$ cat src/include/fso_status_map.svh
// Constants for the live status-one register bank: opcodes, bit positions,
// reset values and the register-read addresses.
// Assumes an SPI front end that decodes whole commands before handing them on.
`ifndef FSO_STATUS_MAP_SVH
`define FSO_STATUS_MAP_SVH

`define FSO_BIT_LOCK        7
`define FSO_BIT_GRANULE     6
`define FSO_BIT_REFERENCE   5
`define FSO_BIT_RANGE_MSB   4
`define FSO_BIT_RANGE_LSB   2
`define FSO_BIT_WEL         1
`define FSO_BIT_BUSY        0

`define FSO_IMAGE_RESET     8'h00
`define FSO_ARRAY_BYTES     24'h800000
`define FSO_SECTOR_BYTES    24'h001000

`define FSO_CMD_WRITE_ENABLE_COMMAND        8'h06
`define FSO_CMD_VOLATILE_WRITE_ENABLE_COMMAND       8'h50
`define FSO_CMD_WRITE_DISABLE_COMMAND        8'h04
`define FSO_CMD_WRR         8'h01
`define FSO_CMD_ANY_REGISTER_WRITE_COMMAND        8'h71
`define FSO_CMD_CLEAR_STATUS_COMMAND        8'h30
`define FSO_CMD_STATUS_ONE_READ_COMMAND       8'h05
`define FSO_CMD_STATUS_TWO_READ_COMMAND       8'h07
`define FSO_CMD_ANY_REGISTER_READ_COMMAND        8'h65
`define FSO_CMD_SUSPEND     8'h75
`define FSO_CMD_RST_EN      8'h66
`define FSO_CMD_RST         8'h99
`define FSO_CMD_PROGRAM     8'h02
`define FSO_CMD_ERASE_4K    8'h20
`define FSO_CMD_ERASE_32K   8'h52
`define FSO_CMD_ERASE_64K   8'hD8
`define FSO_CMD_ERASE_CHIP  8'h60
`define FSO_CMD_ERASE_CHIP2 8'hC7

`define FSO_ADDR_IMAGE      8'h00
`define FSO_ADDR_LIVE       8'h80
`define FSO_ADDR_STATUS_TWO 8'h81

`endif

$ cat src/include/fso_pkg.sv
// Types shared by the status-one register bank modules.
// Assumes nothing beyond the constants header.
package fso_pkg;

  typedef logic [7:0] fso_byte_t;

  typedef enum logic [1:0] {
    fso_op_none     = 2'b00,
    fso_op_program  = 2'b01,
    fso_op_erase    = 2'b10,
    fso_op_register = 2'b11
  } fso_op_e;

endpackage

$ cat src/rtl/fso_range_check.sv
// Legacy range protection decode: tells whether an array address is covered.
// Assumes an 8 MB array addressed by 23 byte-address bits.
`timescale 1ns/1ps
`include "fso_status_map.svh"

module fso_range_check (
  // Protection fields
  input  wire logic [2:0]  range_bits,
  input  wire logic        granule_size_select,
  input  wire logic        range_reference_select,
  // Target
  input  wire logic [22:0] target_addr,
  input  wire logic        whole_array,
  // Result
  output logic             hit
);
  import fso_pkg::*;

  logic [23:0] span;
  logic [23:0] addr_ext;

  always_comb begin
    span = 24'h000000;
    if (range_bits == 3'h7) begin
      span = `FSO_ARRAY_BYTES;
    end else if (range_bits != 3'h0) begin
      if (granule_size_select) begin
        span = `FSO_SECTOR_BYTES << (range_bits - 3'h1);
      end else begin
        span = `FSO_ARRAY_BYTES >> (3'h7 - range_bits);
      end
    end
  end

  assign addr_ext = {1'b0, target_addr};

  always_comb begin
    if (whole_array) begin
      hit = (range_bits != 3'h0);
    end else if (range_reference_select) begin
      hit = (addr_ext < span);
    end else begin
      hit = (span != 24'h000000) && (addr_ext >= (`FSO_ARRAY_BYTES - span));
    end
  end

endmodule // fso_range_check

$ cat src/rtl/fso_cmd_gate.sv
// Command admission: decides whether a decoded command may act at all.
// Assumes one command offered per cycle by the SPI front end.
`timescale 1ns/1ps
`include "fso_status_map.svh"

module fso_cmd_gate (
  // Command
  input  wire logic [7:0] cmd_code,
  // Device state
  input  wire logic       busy,
  input  wire logic       array_op_running,
  input  wire logic       registers_locked,
  // Verdict
  output logic            accept
);
  import fso_pkg::*;

  logic busy_ok;
  logic is_reg_write;

  always_comb begin
    unique case (cmd_code)
      `FSO_CMD_STATUS_ONE_READ_COMMAND, `FSO_CMD_STATUS_TWO_READ_COMMAND, `FSO_CMD_ANY_REGISTER_READ_COMMAND, `FSO_CMD_CLEAR_STATUS_COMMAND,
      `FSO_CMD_RST_EN, `FSO_CMD_RST: busy_ok = 1'b1;
      default:                      busy_ok = 1'b0;
    endcase
  end

  assign is_reg_write = (cmd_code == `FSO_CMD_WRR) || (cmd_code == `FSO_CMD_ANY_REGISTER_WRITE_COMMAND);

  always_comb begin
    if (cmd_code == `FSO_CMD_SUSPEND) begin
      accept = array_op_running;
    end else if (busy) begin
      accept = busy_ok;
    end else begin
      accept = !(is_reg_write && registers_locked);
    end
  end

endmodule // fso_cmd_gate

$ cat src/rtl/fso_status_one.sv
// Status register one of a serial NOR flash: live copy, its default image,
// write enable latch, busy flag and the command admission around them.
// Assumes a front end that delivers whole decoded commands as one-cycle
// strobes and an array engine that reports completion of each operation.
`timescale 1ns/1ps
`include "fso_status_map.svh"

module fso_status_one (
  // Clock and reset
  input  wire logic                clock,
  input  wire logic                reset_n,
  // Other reset sources
  input  wire logic                hard_reset,
  // Decoded command
  input  wire logic                cmd_valid,
  input  wire logic [7:0]          cmd_code,
  input  wire logic [7:0]          cmd_addr_reg,
  input  wire logic [22:0]         cmd_addr_array,
  input  wire fso_pkg::fso_byte_t  cmd_data,
  // Pins and mode bits
  input  wire logic                write_protect_pin_n,
  input  wire logic                four_wire_command_mode,
  input  wire logic                four_wire_data_mode,
  // Array engine
  input  wire logic                op_done,
  input  wire logic                op_failed,
  output logic                     op_start,
  output fso_pkg::fso_op_e         op_kind,
  output logic [22:0]              op_addr,
  output logic                     op_whole_array,
  output logic                     suspend_req,
  // Register views
  output fso_pkg::fso_byte_t       status_one_live,
  output fso_pkg::fso_byte_t       status_one_default_image,
  output logic                     program_error,
  output logic                     erase_error,
  output logic                     registers_locked,
  // Read answer
  output logic                     read_valid,
  output fso_pkg::fso_byte_t       read_data
);
  import fso_pkg::*;

  // State
  logic [7:2]  cfg;
  logic [7:2]  image_cfg;
  logic        write_enable_latch;
  logic        busy;
  logic        nv_enable;
  logic        reset_armed;
  fso_op_e     running;
  logic        p_err;
  logic        e_err;

  // Next values
  logic [7:2]  next_cfg;
  logic [7:2]  next_image_cfg;
  logic        next_wel;
  logic        next_busy;
  logic        next_p_err;
  logic        next_e_err;

  // Decode
  logic        accept;
  logic        take;
  logic        internal_wp;
  logic        locked;
  logic        reload;
  logic        is_program;
  logic        is_erase;
  logic        is_chip;
  logic        is_array;
  logic        reg_write;
  logic        write_image;
  logic        write_live;
  logic        array_start;
  logic        range_hit;
  logic        array_running;
  logic        fail_now;
  logic        ok_now;
  fso_byte_t   status_two;

  assign internal_wp = write_protect_pin_n | four_wire_command_mode | four_wire_data_mode;

  assign locked = cfg[`FSO_BIT_LOCK] & ~internal_wp;

  assign array_running = busy && ((running == fso_op_program) || (running == fso_op_erase))
                         && !p_err && !e_err;

  fso_cmd_gate u_gate (
    .cmd_code         (cmd_code),
    .busy             (busy),
    .array_op_running (array_running),
    .registers_locked (locked),
    .accept           (accept)
  );

  assign take = cmd_valid & accept;

  assign is_program = (cmd_code == `FSO_CMD_PROGRAM);
  assign is_chip    = (cmd_code == `FSO_CMD_ERASE_CHIP) || (cmd_code == `FSO_CMD_ERASE_CHIP2);
  assign is_erase   = is_chip || (cmd_code == `FSO_CMD_ERASE_4K) ||
                      (cmd_code == `FSO_CMD_ERASE_32K) || (cmd_code == `FSO_CMD_ERASE_64K);
  assign is_array   = is_program | is_erase;

  fso_range_check u_range (
    .range_bits             (cfg[`FSO_BIT_RANGE_MSB:`FSO_BIT_RANGE_LSB]),
    .granule_size_select    (cfg[`FSO_BIT_GRANULE]),
    .range_reference_select (cfg[`FSO_BIT_REFERENCE]),
    .target_addr            (cmd_addr_array),
    .whole_array            (is_chip),
    .hit                    (range_hit)
  );

  // second half of the reset pair
  assign reload = hard_reset | (take && (cmd_code == `FSO_CMD_RST) && reset_armed);

  assign reg_write = take && write_enable_latch &&
                     ((cmd_code == `FSO_CMD_WRR) ||
                      ((cmd_code == `FSO_CMD_ANY_REGISTER_WRITE_COMMAND) &&
                       ((cmd_addr_reg == `FSO_ADDR_IMAGE) || (cmd_addr_reg == `FSO_ADDR_LIVE))));

  // Image is written by the non-volatile path only
  assign write_image = reg_write &&
                       (((cmd_code == `FSO_CMD_WRR) && nv_enable) ||
                        ((cmd_code == `FSO_CMD_ANY_REGISTER_WRITE_COMMAND) && (cmd_addr_reg == `FSO_ADDR_IMAGE)));
  assign write_live  = reg_write && !write_image;

  assign array_start = take && write_enable_latch && is_array;

  assign fail_now = busy && op_done && op_failed;
  assign ok_now   = busy && op_done && !op_failed;

  // Configuration fields and their default image
  always_comb begin
    next_image_cfg = image_cfg;
    next_cfg       = cfg;
    if (write_image) begin
      next_image_cfg = cmd_data[7:2];
      next_cfg = cmd_data[7:2];
    end else if (write_live) begin
      next_cfg = cmd_data[7:2];
    end
    if (reload) begin
      next_cfg = image_cfg;
    end
  end

  // Write enable latch
  always_comb begin
    next_wel = write_enable_latch;
    if (take && ((cmd_code == `FSO_CMD_WRITE_ENABLE_COMMAND) || (cmd_code == `FSO_CMD_VOLATILE_WRITE_ENABLE_COMMAND))) begin
      next_wel = 1'b1;
    end else if (take && ((cmd_code == `FSO_CMD_WRITE_DISABLE_COMMAND) || (cmd_code == `FSO_CMD_CLEAR_STATUS_COMMAND))) begin
      next_wel = 1'b0;
    end else if (reg_write) begin
      // cleared in the cycle the write is taken, not from data
      next_wel = 1'b0;
    end
    if (ok_now) begin
      next_wel = 1'b0;
    end
    if (reload) begin
      next_wel = 1'(`FSO_IMAGE_RESET >> `FSO_BIT_WEL);
    end
  end

  // Busy flag and error flags
  always_comb begin
    next_busy  = busy;
    next_p_err = p_err;
    next_e_err = e_err;
    if (take && (cmd_code == `FSO_CMD_CLEAR_STATUS_COMMAND)) begin
      next_p_err = 1'b0;
      next_e_err = 1'b0;
      if (p_err || e_err) begin
        next_busy = 1'b0;
      end
    end
    if (array_start) begin
      next_busy = 1'b1;
      if (range_hit) begin
        next_p_err = is_program;
        next_e_err = is_erase;
      end
    end
    // errors set while busy win over clear
    if (fail_now) begin
      next_p_err = next_p_err | (running == fso_op_program);
      next_e_err = next_e_err | (running == fso_op_erase);
    end else if (ok_now) begin
      next_busy = 1'b0;
    end
    if (reload) begin
      next_busy  = 1'(`FSO_IMAGE_RESET >> `FSO_BIT_BUSY);
      next_p_err = 1'b0;
      next_e_err = 1'b0;
    end
  end

  always_ff @(posedge clock) begin
    if (!reset_n) begin
      image_cfg <= 6'(`FSO_IMAGE_RESET >> `FSO_BIT_RANGE_LSB);
      cfg       <= 6'(`FSO_IMAGE_RESET >> `FSO_BIT_RANGE_LSB);
    end else begin
      image_cfg <= next_image_cfg;
      cfg       <= next_cfg;
    end
  end

  always_ff @(posedge clock) begin
    if (!reset_n) begin
      write_enable_latch   <= 1'(`FSO_IMAGE_RESET >> `FSO_BIT_WEL);
      busy  <= 1'(`FSO_IMAGE_RESET >> `FSO_BIT_BUSY);
      p_err <= 1'b0;
      e_err <= 1'b0;
    end else begin
      write_enable_latch   <= next_wel;
      busy  <= next_busy;
      p_err <= next_p_err;
      e_err <= next_e_err;
    end
  end

  // Remembers which enable command armed the latch
  always_ff @(posedge clock) begin
    if (!reset_n) begin
      nv_enable <= 1'b0;
    end else if (reload) begin
      nv_enable <= 1'b0;
    end else if (take && (cmd_code == `FSO_CMD_WRITE_ENABLE_COMMAND)) begin
      nv_enable <= 1'b1;
    end else if (take && (cmd_code == `FSO_CMD_VOLATILE_WRITE_ENABLE_COMMAND)) begin
      nv_enable <= 1'b0;
    end
  end

  // first half arms, any other accepted command disarms
  always_ff @(posedge clock) begin
    if (!reset_n) begin
      reset_armed <= 1'b0;
    end else if (take) begin
      reset_armed <= (cmd_code == `FSO_CMD_RST_EN);
    end
  end

  // Operation in flight, kept until busy ends
  always_ff @(posedge clock) begin
    if (!reset_n) begin
      running <= fso_op_none;
    end else if (reload || !next_busy) begin
      running <= fso_op_none;
    end else if (array_start) begin
      running <= is_program ? fso_op_program : fso_op_erase;
    end
  end

  // Start strobe toward the array engine; protected targets never start
  always_ff @(posedge clock) begin
    if (!reset_n) begin
      op_start       <= 1'b0;
      op_kind        <= fso_op_none;
      op_addr        <= 23'h000000;
      op_whole_array <= 1'b0;
    end else begin
      op_start <= array_start && !range_hit && !reload;
      if (array_start) begin
        op_kind        <= is_program ? fso_op_program : fso_op_erase;
        op_addr        <= cmd_addr_array;
        op_whole_array <= is_chip;
      end
    end
  end

  always_ff @(posedge clock) begin
    if (!reset_n) begin
      suspend_req <= 1'b0;
    end else begin
      suspend_req <= take && (cmd_code == `FSO_CMD_SUSPEND);
    end
  end

  // Published views, built from next values so they never lag state
  always_ff @(posedge clock) begin
    if (!reset_n) begin
      status_one_live          <= `FSO_IMAGE_RESET;
      status_one_default_image <= `FSO_IMAGE_RESET;
      program_error            <= 1'b0;
      erase_error              <= 1'b0;
      registers_locked         <= 1'b0;
    end else begin
      status_one_live          <= {next_cfg, next_wel, next_busy};
      status_one_default_image <= {next_image_cfg, 2'b00};
      program_error            <= next_p_err;
      erase_error              <= next_e_err;
      registers_locked         <= next_cfg[`FSO_BIT_LOCK] & ~internal_wp;
    end
  end

  assign status_two = {1'b0, e_err, p_err, 5'b00000};

  always_ff @(posedge clock) begin
    if (!reset_n) begin
      read_valid <= 1'b0;
      read_data  <= 8'h00;
    end else begin
      read_valid <= 1'b0;
      if (take && (cmd_code == `FSO_CMD_STATUS_ONE_READ_COMMAND)) begin
        read_valid <= 1'b1;
        read_data  <= {cfg, write_enable_latch, busy};
      end else if (take && (cmd_code == `FSO_CMD_STATUS_TWO_READ_COMMAND)) begin
        read_valid <= 1'b1;
        read_data  <= status_two;
      end else if (take && (cmd_code == `FSO_CMD_ANY_REGISTER_READ_COMMAND)) begin
        read_valid <= 1'b1;
        unique case (cmd_addr_reg)
          `FSO_ADDR_IMAGE:      read_data <= {image_cfg, 2'b00};
          `FSO_ADDR_LIVE:       read_data <= {cfg, write_enable_latch, busy};
          `FSO_ADDR_STATUS_TWO: read_data <= status_two;
          default:              read_data <= 8'h00;
        endcase
      end
    end
  end

endmodule // fso_status_one

$ cat config.mk
export PLATFORM = sky130hd
export DESIGN_NAME = fso_status_one
export DESIGN_NICKNAME = d
export VERILOG_FILES = /design/src/include/fso_pkg.sv /design/src/rtl/fso_range_check.sv /design/src/rtl/fso_cmd_gate.sv /design/src/rtl/fso_status_one.sv
export VERILOG_INCLUDE_DIRS = /design/src /design/src/include
export SDC_FILE = /design/constraint.sdc
export NUM_CORES = 1
export LEC_CHECK = 0
export ABC_CLOCK_PERIOD_IN_PS = 5200
export BUFFER_PORTS_ARGS = -buffer_cell sky130_fd_sc_hd__clkbuf_2
export CORE_MARGIN = 4
export CORE_UTILIZATION = 40
export DETAILED_ROUTE_END_ITERATION = 7
export HOLD_SLACK_MARGIN = 0.1
export PLACE_DENSITY = 0.72
export SETUP_SLACK_MARGIN = 0.02
export SLEW_MARGIN = 25
export SYNTH_ARGS = -nofsm -noshare
export SYNTH_HDL_FRONTEND = slang
export SYNTH_SLANG_ARGS = --single-unit
$ cat constraint.sdc
create_clock -name clock -period 5.2 [get_ports clock]
set_input_delay 0.52 -clock clock [delete_from_list [all_inputs] [get_ports clock]]
set_output_delay 0.52 -clock clock [all_outputs]
set_load 0.05 [all_outputs]
# Word-level counts from Yosys, hierarchy flattened
# Cells that the tools add are included.
# totals
register_bits	68
latchBits	0
mem_bits_rw	0
romBits	0
in_bits	56
output_inout_bits	56
elab_cells	159
n_memories	0
# op_classes
addsub	3
n_mul	0
div	0
n_lt_le_gt_ge	2
eq_ne	23
shifts	2
muxes	41
bitwise_logic	11
reduce_logical	58
# ops
operator	n
two-way mux 24 bit	3
== test 8 x 7 -> 1 bit (second input constant)	7
== test 8 bit (second input constant)	5
== test 8 x 3 -> 1 bit (second input constant)	4
logical AND 1 bit	29
two-way mux 1 bit	29
greater-or-equal comparator 23 x 24 -> 1 bit	1
< comparator 23 x 24 -> 1 bit	1
two-way mux 6 bit	4
two-way mux 8 bit	3
one-hot mux 8 bit (3 select lines)	1
nonzero test 24 bit	1
left shift 13 x 3 -> 24 bit (first input constant)	1
right shift 24 x 3 -> 24 bit (first input constant)	1
subtractor 24 bit (first input constant)	1
== test 8 x 6 -> 1 bit (second input constant)	2
logical OR 1 bit	13
== test 8 x 1 -> 1 bit (second input constant)	1
== test 8 x 2 -> 1 bit (second input constant)	1
logical NOT 1 bit	8
logical NOT 8 bit	1
bitwise OR 1 bit	6
nonzero test 3 bit	2
OR reduction 6 bit	1
10 further kinds	14

# Logic depth before layout (Yosys ltp)
# logic_depth
word_depth	18
depth_mapped	16
ltp_nobuf	15

# Hierarchy
# A second synthesis with hierarchy kept.
# hier_totals
cells_unflattened	456
hier_area_um2	3732.3
# modules_own_cells
mod	instances	cells_per_inst	area_per_inst_um2
fso_status_one	1	325	2820.2
fso_range_check	1	112	777.0
fso_cmd_gate	1	19	135.1

# Worst setup path after synthesis
# OpenSTA, ideal clock, no wires.
# synth_path
path_type	register -> register
start	register cfg[4] (netlist name)
end	register erase_error
arrival_time_ns	3.421
path_slack_ns	1.705
path_stages_with_launch	14
synth_period_minus_slack_ns	3.495
path_cell_list	dfxtp_1 > clkbuf_1 > nor2b_1 > nand2_1 > ha_1 > clkbuf_1 > nor2_1 > a32o_1 > ha_1 > nand4_1 > o311ai_0 > a31oi_1 > or4_1 > a31oi_1
# synth_via
elab_chain_cells	14
# synth_rtl
item	line_no	rtl
start: declaration	fso_status_one.sv:45	logic [7:2] cfg;
start signal: assignment	fso_status_one.sv:204	cfg <= 6'(`FSO_IMAGE_RESET >> `FSO_BIT_RANGE_LSB);
start signal: assignment	fso_status_one.sv:207	cfg <= next_cfg;
subtractor 3 bit / subtractor 3 x 1 -> 3 bit (equally long branches)	fso_range_check.sv:30, fso_range_check.sv:28	
right shift 24 x 3 -> 24 bit (no source line) / left shift 13 x 3 -> 24 bit (equally long branches)	-	
two-way mux 24 bit	fso_range_check.sv:27	if (granule_size_select) begin
two-way mux 24 bit	fso_range_check.sv:26	end else if (range_bits != 3'h0) begin
two-way mux 24 bit	fso_range_check.sv:24	if (range_bits == 3'h7) begin
subtractor 24 bit (no source line)	-	
greater-or-equal comparator 23 x 24 -> 1 bit	fso_range_check.sv:43	hit = (span != 24'h000000) && (addr_ext >= (`FSO_ARRAY_BYTES - span));
logical AND 1 bit	fso_range_check.sv:43	
two-way mux 1 bit	fso_range_check.sv:40	end else if (range_reference_select) begin
two-way mux 1 bit (*)	fso_range_check.sv:38	if (whole_array) begin
two-way mux 1 bit (*)	fso_status_one.sv:182	if (range_hit) begin
two-way mux 1 bit (*)	fso_status_one.sv:180	if (array_start) begin
bitwise OR 1 bit	fso_status_one.sv:190	next_e_err = next_e_err | (running == fso_op_erase);
two-way mux 1 bit (*)	fso_status_one.sv:188	if (fail_now) begin
end signal: assignment	fso_status_one.sv:295	erase_error <= next_e_err;
end: declaration	fso_status_one.sv:36	output logic erase_error,
# Mark *: on every way between the ends. The rest lies on a longest branch, timed or not.
# A chain may end at the register's enable or synchronous reset.

# Worst setup path in the final report
# layout_path
start	register cfg[3] (netlist name)
end	register erase_error
# Same word-level chain as after synthesis.

==> results.ini <==
[synth]
synth_warnings = 0
synthArstFlopShare_pct = 0
ys_types = 64
synth_area_um2 = 3630
ys_ff_latch = 58
synth_ff_type = dfxtp_1
syn_avg_cell_area_um2 = 8.36
synth_edf_count = 0
netlist_instances = 434
yosysSeqAreaShare_pct = 32.0

[layout]
register_area_um2 = 1160
fill_cells = 856
drive_gt1_share_pct = 26.0
multi_input_area_um2 = 2290
antenna_cells = 0
syn_to_final_growth_pct = 20.5
fin_nets = 605

[global_routing]
globalRoute.totalOverflow = 0
grt_pass1_vias = 3295
grtUsageTotal_pct = 18.9
antenna_found_initial = 0
grt_pass1_wl_mm = 15.9
grt_max_degree = 59

[sta]
skew_ns = 0.0120
max-slew-margin-rel_pct = 42.4
fin_crit_sh_pct = 74.6
rsz0062_at_grt = no
hold_violations = 0
min_period_ns = 3.88
setup_tns_ns = 0
worst-slew-pin-transition_ns = 0.864
slew_violations = 0
hold_ws_ns = 0.424
fmax_ghz = 0.258
setup_violations = 0

[clocking]
post-cts-setup-buffer-count = 0
cts_tree = built
clk_path_buf_depth = 2
h-tree-depth = 3
path_clk_slew_ns = 0.08
cts_sinks = 58
cts-root-buf = clkbuf_8
cts-resized-gates = 0
clock_latency_ns = 0.34
ctsHoldBuffers = 0
numCtsBuffers = 9

[hold_path]
hold_class = in2reg
min_path_cells = 3

[detailed_routing]
wirelength_mm = 10.1
post_drt_wl_per_cell_um = 15.8
num_vias = 3526
drtIter0Drc = 220
drc = 0
antenna_left = 0
viasPerCell = 5.53
first_pass_iters = 5

[die]
io_pins = 112
die_h_um = 103
core-area_um2 = 8760
die_x_um = 103
std_cell_rows = 34
start_util_pct = 41.4
dieArea_um2 = 10700

[worst_setup_path]
crit_fanout = 17
cp_common_cell = o21ai_0
slowest_delay_ns = 0.66
endpoint_kind = register
worst_setup_path_start_kind = register
worst-path-stages = 15
r2r_cells = 15
critPathKind = reg2reg
crit_family = simple AND/OR/NAND/NOR gates
worstPathCellList = inv_1 -> nor2_1 -> nand2_1 -> ha_1 -> nor2_1 -> nand2_1 -> o21ai_0 -> ha_1 -> o21ai_0 -> o21ai_0 -> o211ai_1 -> o311ai_0 -> a31oi_1 -> or4_1 -> a31oi_1
worstPathRequired_ns = 5.47
cp.arrival_ns = 4.15
crit_buf_inv = 1
cp_slowest_cell = dfxtp_1

[pwr]
cellLeakagePower_nw = 1.91
power_w = 0.00102
power.density_nw_per_um2 = 233
ir_drop_v = 0.000155

[status]
outcome = finished, final reports clean

[run]
cap_violations = 0

[place]
io_buffer_count = 107
hpwl_mm = 7.65
gp_congestion = 0.892

[worst paths after layout]
kind                                from                                  endpoint  slack, ns
max reg2reg          cfg[3]$_SDFFE_PN0P_                    erase_error$_SDFF_PP0_       1.32
min reg2reg  op_whole_array$_SDFFE_PN0P_               op_whole_array$_SDFFE_PN0P_       0.46
min                          cmd_data[6]  status_one_default_image[6]$_SDFFE_PN0P_       0.42
max                  cfg[3]$_SDFFE_PN0P_                    erase_error$_SDFF_PP0_       1.32
[report_power, final]
group / total [W] / switching (W) / leakage, nW / internal, W
Sequential: 0.000453 / 0.00000696 / 0.468 / 0.000446
Combinational: 0.000139 / 0.0000842 / 1.35 / 0.0000552
Clock: 0.000427 / 0.000203 / 0.0998 / 0.000224
[metrics by stage]
step                setup slack [ns]  cell area, um2  util [%]  instances
floorplan                       1.70            3630         -        435
global placement                1.36            4170      47.6        622
detailed placement              1.38            4170      47.6        622
CTS                             1.35            4370      49.9        638
global route                   0.952            4370      49.9        638
finish                          1.32            4370      49.9        638
[cell usage in the layout (no fill, tap or decap), drive strengths merged, types with 6 or more instances in the layout]
cell	n
dfxtp	58
a22oi	7
a21oi	25
mux2i	30
clkbuf	115
nand2b	7
inv	9
o21ai	28
nor2	25
nand3	19
nand4	6
ha	24
nor2b	29
o211ai	8
nor3	8
nand2	46
[synth_stat cells (5+ instances only)]
cell type | n | area [um2]
o21ai_0 | 22 | 110
mux2i_1 | 30 | 300
nand2_1 | 46 | 173
nor3_1 | 8 | 40.0
a22oi_1 | 7 | 52.6
a31oi_1 | 5 | 31.3
dfxtp_1 | 58 | 1160
ha_1 | 24 | 300
o21ai_1 | 6 | 30.0
nand2b_1 | 7 | 43.8
nand3_1 | 19 | 95.1
o211ai_1 | 7 | 52.6
inv_1 | 8 | 30.0
a21oi_1 | 25 | 125
buf_2 | 7 | 35.0
nor2_1 | 25 | 93.8
or3_1 | 5 | 31.3
nor2b_1 | 29 | 181
buf_4 | 8 | 60.1
clkbuf_1 | 15 | 56.3
nand4_1 | 6 | 37.5
[registers in the layout, summed over array words and instances, names as in the netlist]
| signal | flops |
|---|---|
| op_kind | 2 |
| read_data | 8 |
| erase_error | 1 |
| program_error | 1 |
| status_one_live | 2 |
| running | 2 |
| cfg | 6 |
| registers_locked | 1 |
| status_one_default_image | 6 |
| reset_armed | 1 |
| suspend_req | 1 |
| op_whole_array | 1 |
| op_addr | 23 |
| read_valid | 1 |
| nv_enable | 1 |
| op_start | 1 |
[kinds of logic (layout without fill, tap and decap cells)]
group / Yosys count / after routing / synth area share (%)
AOI/OAI and AO/OA: 102 / 102 / 18.6
adders and majority gates: 25 / 25 / 8.55
other: 1 / 2 / 0.103
xor gates and xnor gates: 2 / 2 / 0.483
and+or+nand+nor: 175 / 175 / 26.0
DFF: 58 / 58 / 32.0
buffers and inverters: 39 / 134 / 5.31
muxes: 32 / 32 / 8.89
[metal layers]
layer,GRT usage [%],vias to the layer above,share of wire [%]
li1,-,1762,-
met1,26.6,1604,45
met2,27.9,146,45
met3,5.23,14,8.3
met4,6.27,0,1.5
met5,0,-,0
[worst register-to-register path, cell delays in order, from the launching register on]
cell      delay [ns]
dfxtp_1         0.66
inv_1           0.16
nor2_1          0.32
nand2_1         0.15
ha_1            0.35
nor2_1          0.18
nand2_1         0.06
o21ai_0         0.20
ha_1            0.20
o21ai_0         0.08
o21ai_0         0.16
o211ai_1        0.10
o311ai_0        0.15
a31oi_1         0.31
or4_1           0.58
a31oi_1         0.16
[final cells by class]
class | count | share of cell area [%]
clock buffer | 9 | 2.83
tap | 108 | 3.09
inverter | 8 | 0.686
multi-input combinational | 338 | 52.3
sequential | 58 | 26.5
clock inverter | 7 | 1.77
timing repair buffer | 110 | 12.8
Power figures use the tool's default switching activity.
